## src/rtl/sos_defines.svh

```systemverilog
// constants of the status output selector: offsets, fields, codes, reset values, timing
`ifndef SOS_DEFINES_SVH
`define SOS_DEFINES_SVH

// ****************************************
// register byte offsets
// ****************************************
`define SOS_OFS_CTRL 8'h00
`define SOS_OFS_START_FREQ 8'h04
`define SOS_OFS_FREQ_DETECT_LEVEL 8'h08
`define SOS_OFS_CURRENT_DETECT_LEVEL 8'h0C
`define SOS_OFS_CURRENT_DETECT_TIMER 8'h10
`define SOS_OFS_THERMAL_WARN_LEVEL 8'h14
`define SOS_OFS_EVENT_STATUS 8'h18
`define SOS_OFS_EVENT_MASK 8'h1C
`define SOS_OFS_LIVE_STATUS 8'h20

// ****************************************
// field positions and widths
// ****************************************
`define SOS_ADDR_W 8
`define SOS_VAL_W 16
`define SOS_SEL_W 7
`define SOS_CTRL_SEL_LSB 0
`define SOS_CTRL_INV_BIT 8
`define SOS_EVT_W 4
`define SOS_EVT_SELECTED 0
`define SOS_EVT_OVERCUR 1
`define SOS_EVT_UNDERCUR 2
`define SOS_EVT_FAULT 3
`define SOS_LIVE_ACTIVE 0
`define SOS_LIVE_TERMINAL 1
`define SOS_LIVE_ARRIVAL 2
`define SOS_LIVE_FREQ_DET 3
`define SOS_LIVE_OVERCUR 4
`define SOS_LIVE_UNDERCUR 5

// ****************************************
// selector codes
// ****************************************
`define SOS_SEL_RUNNING 7'h00
`define SOS_SEL_FREQ_ARRIVAL 7'h01
`define SOS_SEL_FREQ_LEVEL 7'h02
`define SOS_SEL_UNDERVOLTAGE 7'h03
`define SOS_SEL_CURRENT_LIMIT 7'h05
`define SOS_SEL_AUTO_RESTART 7'h06
`define SOS_SEL_THERMAL_WARN 7'h07
`define SOS_SEL_AUTO_RESET 7'h1A
`define SOS_SEL_SERVICE_AGE 7'h1E
`define SOS_SEL_GATE_ON 7'h23
`define SOS_SEL_OVERLOAD_AVOID 7'h24
`define SOS_SEL_OVERCURRENT 7'h25
`define SOS_SEL_UNDERCURRENT 7'h29
`define SOS_SEL_ANY_FAULT 7'h63

// ****************************************
// reset values
// ****************************************
`define SOS_RST_SEL 7'h00
`define SOS_RST_INV 1'h0
`define SOS_RST_VAL 16'h0000
`define SOS_RST_EVT 4'h0

// ****************************************
// hysteresis (0.1 Hz units) and timing
// ****************************************
`define SOS_ARRIVE_HYST 16'h0019
`define SOS_FDET_HYST 16'h000A
`define SOS_CLK_KHZ 10000
`define SOS_TICK_TIME_US 1000
`define SOS_TICK_CYCLES ((`SOS_TICK_TIME_US * `SOS_CLK_KHZ) / 1000)

`endif

```

## src/rtl/sos_pkg.sv

```systemverilog
// types of the status output selector
`include "sos_defines.svh"
`default_nettype none

package sos_pkg;

    // ****************************************
    // bus state machines
    // ****************************************
    typedef enum logic [1:0] {WR_IDLE = 2'b01, WR_RESP = 2'b10} sos_wr_st_t;
    typedef enum logic [1:0] {RD_IDLE = 2'b01, RD_RESP = 2'b10} sos_rd_st_t;

    typedef logic [`SOS_VAL_W-1:0] sos_val_t;

    // ****************************************
    // top state
    // ****************************************
    typedef struct packed {
        sos_wr_st_t wr_st;
        sos_rd_st_t rd_st;
        logic aw_have;
        logic [`SOS_ADDR_W-1:0] awaddr;
        logic w_have;
        logic [31:0] wdata;
        logic [3:0] wstrb;
        logic [1:0] bresp;
        logic [31:0] rdata;
        logic [1:0] rresp;
        logic [`SOS_SEL_W-1:0] sel;
        logic inv;
        sos_val_t start_freq;
        sos_val_t freq_detect_level;
        sos_val_t current_detect_level;
        sos_val_t current_detect_timer;
        sos_val_t thermal_warn_level;
        logic [`SOS_EVT_W-1:0] evt_status;
        logic [`SOS_EVT_W-1:0] evt_mask;
        logic [`SOS_EVT_W-1:0] evt_prev;
        logic active;
        logic terminal;
    } sos_top_st_t;

    // byte-lane merge of a write into a 32-bit word
    function automatic logic [31:0] sos_merge(input logic [31:0] old_v, input logic [31:0] new_v,
                                              input logic [3:0] strb);
        logic [31:0] r;
        r = old_v;
        for (int i = 0; i < 4; i++)
        begin
            if (strb[i])
            begin
                r[i*8 +: 8] = new_v[i*8 +: 8];
            end
        end
        return r;
    endfunction : sos_merge

endpackage : sos_pkg

`default_nettype wire

```

## src/rtl/sos_if.sv

```systemverilog
// carrier between the selector top and its detector block
`default_nettype none

interface sos_det_if;
    logic [15:0] out_freq;
    logic [15:0] set_freq;
    logic run_cmd;
    logic [15:0] current;
    logic [15:0] freq_detect_level;
    logic [15:0] current_detect_level;
    logic [15:0] current_detect_timer;
    logic freq_arrival;
    logic freq_level_detect;
    logic overcurrent_timed_detect;
    logic undercurrent_timed_detect;

    modport ctl (output out_freq, set_freq, run_cmd, current, freq_detect_level, current_detect_level,
                 current_detect_timer, input freq_arrival, freq_level_detect, overcurrent_timed_detect,
                 undercurrent_timed_detect);
    modport det (input out_freq, set_freq, run_cmd, current, freq_detect_level, current_detect_level,
                 current_detect_timer, output freq_arrival, freq_level_detect, overcurrent_timed_detect,
                 undercurrent_timed_detect);
endinterface : sos_det_if

`default_nettype wire

```

## src/rtl/sos_detect.sv

```systemverilog
// hysteresis and timed detectors feeding the status selector
`include "sos_defines.svh"
`default_nettype none

module sos_detect #(
    parameter int TICK_CYCLES = `SOS_TICK_CYCLES // cycles per timer unit (1 ms)
) (
    input wire logic mclk_i,          // system clock
    input wire logic nrst_i,          // synchronous reset, active low
    sos_det_if.det det                // values in, detector levels out
);
    localparam int TW = $clog2(TICK_CYCLES + 1);
    localparam logic [TW-1:0] TICK_LAST = TW'(TICK_CYCLES - 1);

    typedef struct packed {
        logic [TW-1:0] tick_cnt;
        logic arrival;
        logic fdet;
        logic [15:0] oc_cnt;
        logic oc_det;
        logic [15:0] uc_cnt;
        logic uc_det;
    } sos_det_st_t;

    sos_det_st_t q;
    sos_det_st_t n;
    logic tick;
    logic [15:0] diff;

    // ****************************************
    // next state
    // ****************************************
    always_comb
    begin
        n = q;
        tick = (q.tick_cnt == TICK_LAST);
        n.tick_cnt = tick ? '0 : TW'(q.tick_cnt + 1'b1);
        diff = (det.out_freq >= det.set_freq) ? 16'(det.out_freq - det.set_freq)
                                              : 16'(det.set_freq - det.out_freq);
        // off with no run command; else on at the set point, off only once outside the band, so it does not chatter
        if (!det.run_cmd)
            n.arrival = 1'b0;
        else if (diff == 16'h0000)
            n.arrival = 1'b1;
        else if (diff > `SOS_ARRIVE_HYST)
            n.arrival = 1'b0;
        // above the level sets, only more than a full hysteresis step below clears
        if (det.out_freq > det.freq_detect_level)
            n.fdet = 1'b1;
        else if ({1'b0, det.out_freq} + {1'b0, `SOS_FDET_HYST} < {1'b0, det.freq_detect_level})
            n.fdet = 1'b0;
        // over-current: any dip below the level restarts the timing
        if (det.current > det.current_detect_level)
        begin
            if (q.oc_cnt >= det.current_detect_timer)
                n.oc_det = 1'b1;
            else if (tick)
                n.oc_cnt = 16'(q.oc_cnt + 1'b1);
        end
        else
        begin
            n.oc_cnt = 16'h0000;
            n.oc_det = 1'b0;
        end
        // under-current, same timing
        if (det.current < det.current_detect_level)
        begin
            if (q.uc_cnt >= det.current_detect_timer)
                n.uc_det = 1'b1;
            else if (tick)
                n.uc_cnt = 16'(q.uc_cnt + 1'b1);
        end
        else
        begin
            n.uc_cnt = 16'h0000;
            n.uc_det = 1'b0;
        end
    end

    // state register
    always_ff @(posedge mclk_i)
    begin
        if (!nrst_i)
            q <= '0;
        else
            q <= n;
    end

    assign det.freq_arrival = q.arrival;
    assign det.freq_level_detect = q.fdet;
    assign det.overcurrent_timed_detect = q.oc_det;
    assign det.undercurrent_timed_detect = q.uc_det;

endmodule : sos_detect

`default_nettype wire

```

## src/rtl/sos_top.sv

```systemverilog
// status output selector: picks one drive condition for the transistor output terminal
`include "sos_defines.svh"
`default_nettype none

module sos_top #(
    parameter int TICK_CYCLES = `SOS_TICK_CYCLES // cycles per current timer unit (1 ms)
) (
    input wire logic mclk_i, // system clock, 10 MHz
    input wire logic nrst_i, // synchronous reset, active low
    input wire logic [`SOS_ADDR_W-1:0] s_axi_awaddr, // write address
    input wire logic [2:0] s_axi_awprot, // write protection, unused
    input wire logic s_axi_awvalid, // write address valid
    output logic s_axi_awready, // write address ready
    input wire logic [31:0] s_axi_wdata, // write data
    input wire logic [3:0] s_axi_wstrb, // write byte enables
    input wire logic s_axi_wvalid, // write data valid
    output logic s_axi_wready, // write data ready
    output logic [1:0] s_axi_bresp, // write response
    output logic s_axi_bvalid, // write response valid
    input wire logic s_axi_bready, // write response ready
    input wire logic [`SOS_ADDR_W-1:0] s_axi_araddr, // read address
    input wire logic [2:0] s_axi_arprot, // read protection, unused
    input wire logic s_axi_arvalid, // read address valid
    output logic s_axi_arready, // read address ready
    output logic [31:0] s_axi_rdata, // read data
    output logic [1:0] s_axi_rresp, // read response
    output logic s_axi_rvalid, // read data valid
    input wire logic s_axi_rready, // read data ready
    input wire logic [15:0] out_freq_i, // output frequency, 0.1 Hz units
    input wire logic [15:0] set_freq_i, // set frequency, 0.1 Hz units
    input wire logic run_cmd_i, // run command active
    input wire logic gate_drive_on_i, // power stage gate enabled
    input wire logic undervoltage_stop_i, // output halted by undervoltage
    input wire logic current_limiting_active_i, // current limiter restricting
    input wire logic auto_restart_active_i, // power failure until restart done
    input wire logic [15:0] thermal_value_i, // motor thermal model value
    input wire logic auto_reset_active_i, // automatic fault reset in progress
    input wire logic service_age_alarm_i, // lifetime threshold crossed
    input wire logic overload_avoidance_active_i, // overload avoidance acting
    input wire logic [15:0] current_i, // output current
    input wire logic any_fault_alarm_i, // alarm relay condition
    output logic transistor_output_terminal_o, // terminal drive, registered
    output logic irq_o // level interrupt
);

    // ****************************************
    // state and wires
    // ****************************************
    sos_pkg::sos_top_st_t q;
    sos_pkg::sos_top_st_t n;
    sos_det_if det ();
    logic [`SOS_EVT_W-1:0] evt_now;
    logic [`SOS_EVT_W-1:0] evt_clr;
    logic [31:0] wr_word;
    logic [31:0] rd_word;
    logic rd_hit;
    logic wr_hit;
    logic sel_active;
    logic sel_valid;
    logic thermal_warning;

    // detector inputs from the drive and from software settings
    assign det.out_freq = out_freq_i;
    assign det.set_freq = set_freq_i;
    assign det.run_cmd = run_cmd_i;
    assign det.current = current_i;
    assign det.freq_detect_level = q.freq_detect_level;
    assign det.current_detect_level = q.current_detect_level;
    assign det.current_detect_timer = q.current_detect_timer;

    sos_detect #(
        .TICK_CYCLES(TICK_CYCLES)
    ) u_detect (
        .mclk_i(mclk_i),
        .nrst_i(nrst_i),
        .det(det)
    );

    // ****************************************
    // source selection
    // ****************************************
    assign thermal_warning = (thermal_value_i > q.thermal_warn_level);

    // one source per code; anything unlisted is not a source at all
    always_comb
    begin
        sel_active = 1'b0;
        sel_valid = 1'b1;
        case (q.sel)
            `SOS_SEL_RUNNING: sel_active = (out_freq_i > q.start_freq);
            `SOS_SEL_GATE_ON: sel_active = gate_drive_on_i;
            `SOS_SEL_FREQ_ARRIVAL: sel_active = det.freq_arrival;
            `SOS_SEL_FREQ_LEVEL: sel_active = det.freq_level_detect;
            `SOS_SEL_UNDERVOLTAGE: sel_active = undervoltage_stop_i & run_cmd_i;
            `SOS_SEL_CURRENT_LIMIT: sel_active = current_limiting_active_i;
            `SOS_SEL_AUTO_RESTART: sel_active = auto_restart_active_i;
            `SOS_SEL_THERMAL_WARN: sel_active = thermal_warning;
            `SOS_SEL_AUTO_RESET: sel_active = auto_reset_active_i;
            `SOS_SEL_SERVICE_AGE: sel_active = service_age_alarm_i;
            `SOS_SEL_OVERLOAD_AVOID: sel_active = overload_avoidance_active_i;
            `SOS_SEL_OVERCURRENT: sel_active = det.overcurrent_timed_detect;
            `SOS_SEL_UNDERCURRENT: sel_active = det.undercurrent_timed_detect;
            `SOS_SEL_ANY_FAULT: sel_active = any_fault_alarm_i;
            default: sel_valid = 1'b0;
        endcase
    end

    // ****************************************
    // register read decode
    // ****************************************
    // unmapped offsets answer with an error and zero data
    always_comb
    begin
        rd_word = 32'h0000_0000;
        rd_hit = 1'b1;
        case (s_axi_araddr)
            `SOS_OFS_CTRL:
            begin
                rd_word[`SOS_CTRL_SEL_LSB +: `SOS_SEL_W] = q.sel;
                rd_word[`SOS_CTRL_INV_BIT] = q.inv;
            end
            `SOS_OFS_START_FREQ: rd_word[15:0] = q.start_freq;
            `SOS_OFS_FREQ_DETECT_LEVEL: rd_word[15:0] = q.freq_detect_level;
            `SOS_OFS_CURRENT_DETECT_LEVEL: rd_word[15:0] = q.current_detect_level;
            `SOS_OFS_CURRENT_DETECT_TIMER: rd_word[15:0] = q.current_detect_timer;
            `SOS_OFS_THERMAL_WARN_LEVEL: rd_word[15:0] = q.thermal_warn_level;
            `SOS_OFS_EVENT_STATUS: rd_word[`SOS_EVT_W-1:0] = q.evt_status;
            `SOS_OFS_EVENT_MASK: rd_word[`SOS_EVT_W-1:0] = q.evt_mask;
            `SOS_OFS_LIVE_STATUS:
            begin
                rd_word[`SOS_LIVE_ACTIVE] = q.active;
                rd_word[`SOS_LIVE_TERMINAL] = q.terminal;
                rd_word[`SOS_LIVE_ARRIVAL] = det.freq_arrival;
                rd_word[`SOS_LIVE_FREQ_DET] = det.freq_level_detect;
                rd_word[`SOS_LIVE_OVERCUR] = det.overcurrent_timed_detect;
                rd_word[`SOS_LIVE_UNDERCUR] = det.undercurrent_timed_detect;
            end
            default: rd_hit = 1'b0;
        endcase
    end

    // ****************************************
    // next state
    // ****************************************
    always_comb
    begin
        n = q;
        evt_clr = '0;
        wr_hit = 1'b1;
        wr_word = 32'h0000_0000;
        // address and data are caught separately, in either order
        if (s_axi_awvalid && s_axi_awready)
        begin
            n.aw_have = 1'b1;
            n.awaddr = s_axi_awaddr;
        end
        if (s_axi_wvalid && s_axi_wready)
        begin
            n.w_have = 1'b1;
            n.wdata = s_axi_wdata;
            n.wstrb = s_axi_wstrb;
        end
        // register write once both halves are held
        if (q.wr_st == sos_pkg::WR_IDLE && q.aw_have && q.w_have)
        begin
            n.aw_have = 1'b0;
            n.w_have = 1'b0;
            n.wr_st = sos_pkg::WR_RESP;
            case (q.awaddr)
                `SOS_OFS_CTRL:
                begin
                    wr_word = sos_pkg::sos_merge({23'h000000, q.inv, 1'b0, q.sel}, q.wdata, q.wstrb);
                    n.sel = wr_word[`SOS_CTRL_SEL_LSB +: `SOS_SEL_W];
                    n.inv = wr_word[`SOS_CTRL_INV_BIT];
                end
                `SOS_OFS_START_FREQ:
                begin
                    wr_word = sos_pkg::sos_merge({16'h0000, q.start_freq}, q.wdata, q.wstrb);
                    n.start_freq = wr_word[15:0];
                end
                `SOS_OFS_FREQ_DETECT_LEVEL:
                begin
                    wr_word = sos_pkg::sos_merge({16'h0000, q.freq_detect_level}, q.wdata, q.wstrb);
                    n.freq_detect_level = wr_word[15:0];
                end
                `SOS_OFS_CURRENT_DETECT_LEVEL:
                begin
                    wr_word = sos_pkg::sos_merge({16'h0000, q.current_detect_level}, q.wdata, q.wstrb);
                    n.current_detect_level = wr_word[15:0];
                end
                `SOS_OFS_CURRENT_DETECT_TIMER:
                begin
                    wr_word = sos_pkg::sos_merge({16'h0000, q.current_detect_timer}, q.wdata, q.wstrb);
                    n.current_detect_timer = wr_word[15:0];
                end
                `SOS_OFS_THERMAL_WARN_LEVEL:
                begin
                    wr_word = sos_pkg::sos_merge({16'h0000, q.thermal_warn_level}, q.wdata, q.wstrb);
                    n.thermal_warn_level = wr_word[15:0];
                end
                `SOS_OFS_EVENT_STATUS:
                begin
                    wr_word = sos_pkg::sos_merge(32'h0000_0000, q.wdata, q.wstrb);
                    evt_clr = wr_word[`SOS_EVT_W-1:0];
                end
                `SOS_OFS_EVENT_MASK:
                begin
                    wr_word = sos_pkg::sos_merge({28'h0000000, q.evt_mask}, q.wdata, q.wstrb);
                    n.evt_mask = wr_word[`SOS_EVT_W-1:0];
                end
                `SOS_OFS_LIVE_STATUS: wr_hit = 1'b1; // read only, write ignored
                default: wr_hit = 1'b0;
            endcase
            n.bresp = wr_hit ? 2'h0 : 2'h2;
        end
        else if (q.wr_st == sos_pkg::WR_RESP && s_axi_bready)
        begin
            n.wr_st = sos_pkg::WR_IDLE;
        end
        // read: data is latched with the address, held until taken
        if (q.rd_st == sos_pkg::RD_IDLE && s_axi_arvalid)
        begin
            n.rd_st = sos_pkg::RD_RESP;
            n.rdata = rd_word;
            n.rresp = rd_hit ? 2'h0 : 2'h2;
        end
        else if (q.rd_st == sos_pkg::RD_RESP && s_axi_rready)
        begin
            n.rd_st = sos_pkg::RD_IDLE;
        end
        // selected source, polarity and glitch-free terminal
        n.active = sel_valid & sel_active;
        n.terminal = sel_valid ? (sel_active ^ q.inv) : 1'b0;
        // rising edges are events; a new event beats a clear in the same cycle
        evt_now[`SOS_EVT_SELECTED] = n.active;
        evt_now[`SOS_EVT_OVERCUR] = det.overcurrent_timed_detect;
        evt_now[`SOS_EVT_UNDERCUR] = det.undercurrent_timed_detect;
        evt_now[`SOS_EVT_FAULT] = any_fault_alarm_i;
        n.evt_prev = evt_now;
        n.evt_status = (q.evt_status & ~evt_clr) | (evt_now & ~q.evt_prev);
    end

    // ****************************************
    // state register
    // ****************************************
    always_ff @(posedge mclk_i)
    begin
        if (!nrst_i)
        begin
            q <= '0;
            q.wr_st <= sos_pkg::WR_IDLE;
            q.rd_st <= sos_pkg::RD_IDLE;
            q.sel <= `SOS_RST_SEL;
            q.inv <= `SOS_RST_INV;
            q.start_freq <= `SOS_RST_VAL;
            q.evt_status <= `SOS_RST_EVT;
            q.evt_mask <= `SOS_RST_EVT;
        end
        else
        begin
            q <= n;
        end
    end

    // bus handshakes from state, data from flip-flops
    assign s_axi_awready = ~q.aw_have;
    assign s_axi_wready = ~q.w_have;
    assign s_axi_bvalid = (q.wr_st == sos_pkg::WR_RESP);
    assign s_axi_bresp = q.bresp;
    assign s_axi_arready = (q.rd_st == sos_pkg::RD_IDLE);
    assign s_axi_rvalid = (q.rd_st == sos_pkg::RD_RESP);
    assign s_axi_rdata = q.rdata;
    assign s_axi_rresp = q.rresp;
    assign transistor_output_terminal_o = q.terminal;
    assign irq_o = |(q.evt_status & q.evt_mask);

endmodule : sos_top

`default_nettype wire

```

## config.mk

```make
export PLATFORM = sky130hd
export DESIGN_NAME = sos_top
export DESIGN_NICKNAME = d
export VERILOG_FILES = /design/src/rtl/sos_pkg.sv /design/src/rtl/sos_if.sv /design/src/rtl/sos_detect.sv /design/src/rtl/sos_top.sv
export VERILOG_INCLUDE_DIRS = /design/src /design/src/rtl
export SDC_FILE = /design/constraint.sdc
export NUM_CORES = 1
export LEC_CHECK = 0
export BUFFER_PORTS_ARGS = -buffer_cell sky130_fd_sc_hd__buf_2
export CAP_MARGIN = 10
export CELL_PAD_IN_SITES_DETAIL_PLACEMENT = 0
export CELL_PAD_IN_SITES_GLOBAL_PLACEMENT = 1
export CORE_UTILIZATION = 35
export CTS_BUF_LIST = sky130_fd_sc_hd__clkbuf_8
export DETAILED_ROUTE_END_ITERATION = 7
export GPL_TIMING_DRIVEN = 0
export PLACE_DENSITY_LB_ADDON = 0.15
export SETUP_SLACK_MARGIN = 0.1
export SLEW_MARGIN = 20
export SYNTH_ARGS = -nofsm -noshare
export SYNTH_HDL_FRONTEND = slang
export SYNTH_SLANG_ARGS = --single-unit
```

## constraint.sdc

```tcl
create_clock -name mclk_i -period 7.4 [get_ports mclk_i]
set_input_delay 0 -clock mclk_i [delete_from_list [all_inputs] [get_ports mclk_i]]
set_output_delay 0 -clock mclk_i [all_outputs]
set_load 0.05 [all_outputs]
```

# Word level (Yosys, flattened, before mapping)
# Cells that the tools add are included.
dict set report word_totals {
  reg_bits 204
  out_inout_bits 43
  wordCells 163
}
dict set report classes {
  n_addsub 6
  n_lt_le_gt_ge 10
  eq_ne 34
  muxes 25
  bitwise 14
  reduce_logical 40
}
# operator n
set op_table {}
lappend op_table {{$eq A8 B5 Y1 const B} 8}
lappend op_table {{$gt A16 B16 Y1} 4}
lappend op_table {{$ge A16 B16 Y1} 3}
lappend op_table {{$reduce_and A3 Y1} 13}
lappend op_table {{$pmux W4 S9} 1}
lappend op_table {{$pmux W7 S5} 1}
lappend op_table {{$add A16 B1 Y16 const B} 2}
lappend op_table {{$eq A8 B4 Y1 const B} 4}
lappend op_table {{$sub A16 B16 Y16} 2}
lappend op_table {{$eq A7 B6 Y1 const B} 4}
lappend op_table {{$eq A7 B3 Y1 const B} 3}
lappend op_table {{$reduce_or A9 Y1} 2}
lappend op_table {{$add A16 B4 Y17 const B} 1}
lappend op_table {{$lt A17 B16 Y1} 1}
lappend op_table {{$eq A8 B3 Y1 const B} 2}
lappend op_table {{$eq A8 B6 Y1 const B} 2}
lappend op_table {{$gt A16 B5 Y1 const B} 1}
lappend op_table {{$logic_not A16 Y1} 1}
lappend op_table {{$logic_not A8 Y1} 2}
lappend op_table {{$lt A16 B16 Y1} 1}
lappend op_table {{$mux W16} 1}
lappend op_table {{$add A14 B1 Y14 const B} 1}
lappend op_table {{$eq A14 B14 Y1 const B} 1}
lappend op_table {{$eq A7 B2 Y1 const B} 2}
lappend op_table {{25 further kinds} 66}

# Logic depth before layout (Yosys ltp)
# Gate-level depths: netlist of the first run.
dict set report logic_depth {
  depth_word 7
  mapped_depth 13
  ltp_nobuf 12
}

# By module
# From an unflattened synthesis of the first run, not the netlist that was laid out.
dict set report unflattened {
  hier_cells 1676
  area_unflattened_um2 13549.2
}
# module n_inst cells_each area_per_inst_um2
set modules_own_cells {}
lappend modules_own_cells {sos_top 1 912 7702.4}
lappend modules_own_cells {sos_detect 1 764 5846.9}

# Least setup slack after synthesis of the first run
# Ideal clock, no wire load.
dict set report synth_timing {
  kind {flip-flop to flip-flop}
  startpoint {register u_detect.q[18] in the netlist's numbering}
  endpoint {register u_detect.q[28] in the netlist's numbering}
  setup_ns 0.070
  arrival_ns 2.561
  slack_ns 4.768
  stages_incl_launch_ff 12
  path_buffers 0
  period_less_slack_ns 2.632
  path_cell_list {dfxtp_1 > inv_1 > ha_1 > nand2b_1 > a21o_1 > a21o_1 > a21oi_2 > o21ai_2 > a2111oi_4 > o31ai_2 > or4_1 > a21oi_1}
}
dict set report synth_between {
  elab_chain_cells 3
  elab_cells_between_ends 4
  classes_between {add/sub (1); order compare (1); bitwise (1); reduce/logical (1)}
}
# element line
set synth_rtl {}
lappend synth_rtl {{start, declared} sos_detect.sv:25} ;# sos_det_st_t q;
lappend synth_rtl {{start signal, assigned} sos_detect.sv:86} ;# q <= n;
lappend synth_rtl {{$ge A16 B16 Y1} sos_detect.sv:55} ;# if (q.oc_cnt >= det.current_detect_timer)
lappend synth_rtl {{$not A1 Y1 (no line)} n/a}
lappend synth_rtl {{$reduce_and A2 Y1 (no line)} n/a}
# Several ways; a longest one is shown, not always the timed one.
# A chain may end at the register's enable or synchronous reset.

# Worst setup path after layout of the first run
dict set report layout_timing {
  startpoint {register q, in the netlist det.current_detect_level[9]}
  endpoint {register u_detect.q[13] in the netlist's numbering}
}
dict set report layout_between {
  elab_chain_cells 2
}
# element line
set layout_rtl {}
lappend layout_rtl {{start, declared} sos_top.sv:49} ;# sos_pkg::sos_top_st_t q;
lappend layout_rtl {{start signal, assigned} sos_top.sv:261} ;# q <= n;
lappend layout_rtl {{$lt A16 B16 Y1} sos_detect.sv:66} ;# if (det.current < det.current_detect_level)
lappend layout_rtl {{$reduce_and A2 Y1 (no line)} n/a}
# Every way passes these cells.

==> impl_metrics.csv, run 1 <==
group,metric,value,unit
route,firstDrtPassIters,5,
route,drtIter0Drc,928,
route,drt_wl_total,45400,microns
placement,place_congestion,0.865,
yosys,synthTopCellsByArea,"dfxtp_1, ha_1, mux2i_1",
sta,period_needed,3090,ps
sta,clock_skew,34.8,ps
global_route,grt_max_degree,11,
pwr,p_leak,7.14,nW
yosys,synth_compound_area_share,18.3,%
sta,slew_headroom,33.8,%
yosys,synth_top_family_by_area,"simple AND/OR/NAND/NOR gates",
yosys,synth_seq_cells,201,
yosys,synthTopCellsByCount,"dfxtp_1, nor2_1, ha_1",
yosys,synthMostInstantiatedCell,"dfxtp_1",
clocking,cts_buffers,37,
global_route,grt_pass1_vias,11900,
finish,multi_input_area,8440,sq um
setup_path,cp-end-kind,"flop",
yosys,yosys.area_share.simple,18.3,%
floorplanning,die_h,198,microns
clocking,worstSkewPairLatency,540,ps
clocking,cts_resized,0,
sta,worst_pin_slew,983,ps
yosys,synthFlopType,"dfxtp_1",
clocking,htree_levels,2,
hold_path,min_path_type,"input port to flop",
global_route,grt_overflow,0,
setup_path,critPathLaunchType,"flop",
sta,setup_violations,0,
finish,nets,2171,
route,drc,0,
yosys,synth_fa_ha_area_share,13.8,%
finish,fin_area,15900,sq um
yosys,synth_xor_area_share,2.86,%
finish,diodes,0,
clocking,cts.sinks,201,
sta,fmax,0.324,GHz
route,viasPerCell,5.17,
sta,hold_viol,0,
finish,register_area,4020,sq um
global_route,grt_usage,23.3,%
placement,dpl_cell_area,14900,sq um
route,wl_per_cell,18.8,microns
yosys,synth_edf_count,0,
yosys,syn_area,13500,sq um
yosys,synth_mux_area_share,8.75,%
yosys,syn_inst,1659,
floorplanning,dieArea,39300,sq um
pwr,ir_drop,0.000101,V
clocking,holdBufCountCts,34,
setup_path,criticalPathCategory,"flop to flop",
yosys,ys_types,69,
sta,finalMaxSlewViolations,0,
placement,dp_hpwl,35700,microns
setup_path,critPathRequiredTime,7820,ps
clocking,cts_buffer_depth,3,
status,status,"finished clean",
setup_path,critPathMaxFanout,10,
setup_path,cpPeakStageDelay,520,ps
global_route,antenna_found_initial,1,
floorplanning,pin_count,181,
clocking,post_cts_buffers,0,
yosys,avgSynthCellArea,8.13,sq um
placement,io_buffers,136,
route,ant_nets,0,
route,dr_total_vias,12500,
floorplanning,initial_core_util,35.7,%
finish,layout.filler_cells,3985,
sta,rsz0062_at_grt,"no",
yosys,synth_top_area_cell,"dfxtp_1",
yosys,ys_seq_area_share,29.8,%
setup_path,crit_slowest_cell,"o21ai_0",
setup_path,worstPathArrival,3510,ps
finish,area_growth,18.2,%
yosys,yosysWarnings,0,
pwr,powerDensity,170,nW/um^2
clocking,cts_tree,"done",
yosys,synth-async-reset-ratio,0,%
floorplanning,die_w,198,microns
floorplanning,core,37800,sq um
setup_path,worstPathCellList,"inv_1 -> ha_1 -> a21o_1 -> a21o_1 -> a21oi_1 -> o21ai_0 -> a21oi_1 -> o211ai_1 -> clkbuf_1 -> nor2_1 -> mux2_2",
clocking,clockRootBuffer,"clkbuf_8",
finish,drive_gt1_share,13.3,%
yosys,synth.top_cell.area_share,29.8,%
clocking,cts.clk_slew.worst_paths,60,ps
floorplanning,rows,71,
job,cap_violations,0,
sta,timing.setup.tns,0,ps
sta,finalCritPeriodShare,41.8,%
global_route,grt_pass1_wl,70100,microns
==> through the flow <==
stage / util [%] / power (mW) / setup slack (ps) / std cells / hold WS [ps]
floorplan: - / 1.46 / 4770 / 1676 / 116
global placement: 39.4 / 1.62 / 4110 / 2323 / 229
detailed placement: 39.4 / 1.62 / 4150 / 2323 / 241
CTS: 42.2 / 2.73 / 4320 / 2418 / 6.68
global route: 42.2 / 2.84 / 4070 / 2418 / 56.0
finish: 42.2 / 2.71 / 4310 / 2418 / 16.0
==> worst max-delay path: cells and delay by family, from the launching register on <==
| kind | cells | cell delay, ps |
|---|---|---|
| flip-flops | 1 | 380 |
| AO/OA/AOI/OAI | 6 | 1460 |
| AND/OR/NAND/NOR | 1 | 70 |
| multiplexers | 1 | 270 |
| adder cells (fa/ha/maj) | 1 | 290 |
| buffers and inverters | 2 | 490 |
==> path summary, 6_finish.rpt <==
check / startpoint / to / slack [ps] / cells past startpoint
max: det.current_detect_level[9] / u_detect.q[13] / 4310 / 11
min: current_i[15] / u_detect.q[9] / 20 / 5
max reg2reg: det.current_detect_level[9] / u_detect.q[13] / 4310 / 11
min reg2reg: u_detect.q[36] / u_detect.q[36] / 450 / 1
==> report_power, final <==
part,switching [mW],total [mW],internal [mW]
clock network,0.482,1.09,0.606
registers,0.0271,1.13,1.11
logic,0.302,0.486,0.184
total,0.812,2.71,1.90
==> cells in the final DEF (no fill, tap or decap), types with 48 or more instances in the layout <==
master      n
dfxtp_1   201
nor2_1    195
inv_1     149
ha_1      146
buf_2     143
nand2_1   127
a21oi_1   112
mux2i_1   110
o21ai_0    73
clkbuf_1   62
a21o_1     48
==> state kept, by name, summed over array words and instances, names as in the netlist, 16 cells and up <==
name                      count
det.freq_detect_level        16
det.current_detect_level     16
det.current_detect_timer     16
q                            84
u_detect.q                   46
s_axi_rdata                  16
==> final cells by class <==
| type | instances | area share, % |
|---|---|---|
| multi-input cells | 1227 | 52.9 |
| flip-flops and latches | 201 | 25.2 |
| repair buffers | 170 | 6.41 |
| well taps | 511 | 4.01 |
| clock buffers | 44 | 3.80 |
| plain buffers | 110 | 3.57 |
| inverters | 138 | 3.25 |
| clock inverters | 17 | 0.777 |
==> cells by family (layout without fill, tap and decap cells) <==
group / Yosys count / in the layout
DFF: 201 / 201
adders and majority gates: 148 / 148
xor gates and xnor gates: 44 / 44
buffers and inverters: 248 / 479
AOI/OAI and AO/OA: 376 / 376
muxes: 117 / 117
other: 1 / 18
and+or+nand+nor: 524 / 524
==> layer usage <==
layer | share of wire [%] | GRT usage, % | up-vias
met2 | 44 | 37.0 | 349
li1 | - | - | 6254
met5 | 0 | 0 | -
met1 | 48 | 33.3 | 5843
met4 | 1.5 | 4.65 | 0
met3 | 5.8 | 3.20 | 55
Power figures use the tool's default switching activity.
==> inputs of run 2 (changes only) <==
--- a/config.mk
+++ b/config.mk
@@ -6,6 +6,7 @@
 export SDC_FILE = /design/constraint.sdc
 export NUM_CORES = 1
 export LEC_CHECK = 0
+export ABC_AREA = 1
 export BUFFER_PORTS_ARGS = -buffer_cell sky130_fd_sc_hd__buf_2
 export CAP_MARGIN = 10
 export CELL_PAD_IN_SITES_DETAIL_PLACEMENT = 0
==> constraint.sdc (replaced) <==
create_clock -name mclk_i -period 2.7 [get_ports mclk_i]
set_input_delay 0 -clock mclk_i [delete_from_list [all_inputs] [get_ports mclk_i]]
set_output_delay 0 -clock mclk_i [all_outputs]
set_load 0.05 [all_outputs]
==> impl_metrics.csv, run 2 <==
group,metric,value,unit
floorplanning,rows,72,
finish,final_common_cell,"nand2_1",
status,status,"finished clean",
sta,timing.setup.tns,0,ps
placement,io_buffers,138,
setup_path,criticalPathCategory,"flop to flop",
placement,place_congestion,0.952,
global_route,grt_max_degree,11,
global_route,grt_pass1_vias,13600,
placement,dp_hpwl,39900,microns
job,cap_violations,0,
setup_path,reg2reg_depth,12,
setup_path,endpoint,"u_detect.q[28]",
sta,clock_skew,20.4,ps
finish,largestRegisters,"q x84, u_detect.q x46",
route,drt_wl_total,48600,microns
clocking,cts_buffer_depth,3,
floorplanning,core,38900,sq um
setup_path,worstPathArrival,2920,ps
yosys,synth_seq_cells,201,
sta,rsz0062_at_grt,"no",
finish,nets,2558,
finish,final_cells,2815,
yosys,synthTopCellsByCount,"nand2_1, inv_1, dfxtp_1",
yosys,synth.top_cell.area_share,28.9,%
yosys,yosysWarnings,0,
sta,setup_violations,0,
global_route,grt_usage,23.8,%
sta,slew_headroom,50.5,%
route,firstDrtPassIters,5,
setup_path,worstPathCellList,"inv_1 -> ha_1 -> a21oi_1 -> o21ai_0 -> a21oi_1 -> a21boi_0 -> nand2_1 -> inv_1 -> buf_2 -> nand4_1 -> nand2_1 -> nor2_1",
yosys,syn_area,13900,sq um
placement,pre_cts_slack,-528,ps
setup_path,r2r-end,"u_detect.q[28]",
clocking,cts.clk_slew.worst_paths,60,ps
placement,dp.cells,2709,
sta,period_needed,2480,ps
clocking,clockRootBuffer,"clkbuf_8",
clocking,cts.sinks,201,
route,dr_total_vias,14200,
pwr,combPwrFrac,19.7,%
pwr,clkPwrFrac,39.9,%
yosys,synthFlopType,"dfxtp_1",
global_route,grt_overflow,0,
sta,finalMaxSlewViolations,0,
floorplanning,die_w,201,microns
route,drc,0,
yosys,synth-async-reset-ratio,0,%
sta,hold_viol,0,
clocking,htree_levels,2,
floorplanning,die_h,201,microns
pwr,p_leak,7.44,nW
yosys,syn_inst,2036,
finish,area_growth,19.1,%
pwr,ir_drop,0.000354,V
clocking,cts_buffers,38,
clocking,worstSkewPairLatency,560,ps
finish,drive_gt1_share,12.8,%
route,ant_nets,0,
sta,fmax,0.403,GHz
floorplanning,pin_count,181,
setup_path,cp-end-kind,"flop",
yosys,synth_edf_count,0,
pwr,p_total,7.66,mW
finish,largest_register,"q",
pwr,power.switching,2.40,mW
floorplanning,initial_core_util,35.7,%
pwr,powerDensity,463,nW/um^2
setup_path,timing.rr.start,"det.current_detect_timer[9]",
route,viasPerCell,5.04,
sta,setup_slack,217,ps
pwr,switching_share,31.3,%
floorplanning,dieArea,40500,sq um
finish,layout_common_cells,"nand2_1, inv_1, dfxtp_1",
pwr,intPower,5.27,mW
setup_path,critPathMaxFanout,10,
hold_path,holdPathStages,7,
setup_path,cpPeakStageDelay,460,ps
sta,worst_pin_slew,743,ps
hold_path,min_path_type,"input port to flop",
global_route,grt_pass1_wl,75100,microns
yosys,synthMostInstantiatedCell,"nand2_1",
setup_path,startpoint,"det.current_detect_timer[9]",
global_route,antenna_found_initial,1,
yosys,avgSynthCellArea,6.83,sq um
finish,largest_reg_flops,84,
setup_path,ff2ff_setup_slack,220,ps
yosys,synthTopCellsByArea,"dfxtp_1, ha_1, nand2_1",
pwr,seqPwrFrac,40.5,%
route,wl_per_cell,17.3,microns
sta,finalCritPeriodShare,92.0,%
setup_path,critPathRequiredTime,3140,ps
route,drtIter0Drc,871,
setup_path,critPathLaunchType,"flop",
yosys,synth_top_area_cell,"dfxtp_1",
yosys,ys_types,46,
setup_path,crit_slowest_cell,"dfxtp_1",
yosys,ys_seq_area_share,28.9,%
clocking,cts_tree,"done",
run 2: cell types whose count changed after synthesis, moves of 23 or more:
cell / delta
a211oi_1: +57
a21o_1: -47
a21oi_1: +87
a22oi_1: -27
clkbuf_1: -35
inv_1: +182
mux2i_1: -110
nand2_1: +231
nand3_1: +75
o21ai_0: +47
o22ai_1: +23
run 2: final cells by class:
| cell class | count | area [sq um] |
|---|---|---|
| fillers | 4204 | 22400 |
| multi-input cells | 1442 | 8270 |
| flip-flops and latches | 201 | 4020 |
| inverters | 327 | 1230 |
| repair buffers | 179 | 1110 |
| clock buffers | 49 | 674 |
| well taps | 518 | 648 |
| plain buffers | 83 | 498 |
| clock inverters | 15 | 96.3 |
| diodes | 1 | 2.50 |
run 2: kinds of logic (layout without fill, tap and decap cells):
group	Yosys count	in the layout	share of synthesized area (%)
compound gates	455	455	18.7
buf+inv	410	653	12.4
xor+xnor	37	37	2.33
fa+ha+maj	148	148	13.4
simple gates	784	784	24.2
flops	201	201	28.9
other cells	1	19	0.0270
run 2: worst max-delay path, delay by kind of cell (launching register included):
kind,cells,cell delay [ps]
adder cells (fa/ha/maj),1,330
AND/OR/NAND/NOR,4,370
buffers and inverters,3,450
AO/OA/AOI/OAI,4,740
flip-flops,1,460
run 2: stage by stage:
| step | util [%] | area [sq um] | hold slack, ps |
|---|---|---|---|
| floorplan | - | 14000 | 107 |
| CTS | 42.4 | 16500 | 63.0 |
| detailed placement | 39.3 | 15300 | 227 |
| finish | 42.5 | 16600 | 65.7 |
| global route | 42.5 | 16600 | 113 |
| global placement | 39.3 | 15300 | 222 |
run 2: worst min-delay path by stage:
stage / endpoint / startpoint
4_1_cts: u_detect.det.freq_arrival / run_cmd_i
3_5_place_dp: q[175] / s_axi_awaddr[0]
2_1_floorplan: q[5] / any_fault_alarm_i
5_1_grt: u_detect.det.freq_arrival / run_cmd_i
3_3_place_gp: q[176] / s_axi_awaddr[1]
6_report: u_detect.det.freq_arrival / run_cmd_i
run 2: power groups by stage:
stage	Clock, mW	Combinational (mW)	Sequential (mW)
2_1_floorplan	0	0.977	3.15
3_3_place_gp	0	1.43	3.16
3_5_place_dp	0	1.45	3.16
4_1_cts	3.13	1.50	3.10
5_1_grt	3.26	1.68	3.11
6_report	3.05	1.51	3.10
run 2: routing by layer:
metal  wire [microns]  track usage [%]  vias to the layer above  part of all wire (%)
met5                0                0                        -                     0
met4             1290             7.52                        0                   2.7
met3             2270             3.11                       61                   4.7
met2            22600             40.6                      344                    47
met1            22400             31.1                     6567                    46
li1                 -                -                     7204                     -
run 2: repair_timing:
item / 4_1_cts / 5_1_grt
setup endpoints to repair: 21 / 23
buffers inserted: 0 / 1
resized for setup: 3 / 14
pin swaps: 0 / 1
endpoints found under the hold margin: 37 / 0
hold buffers: 40 / 0
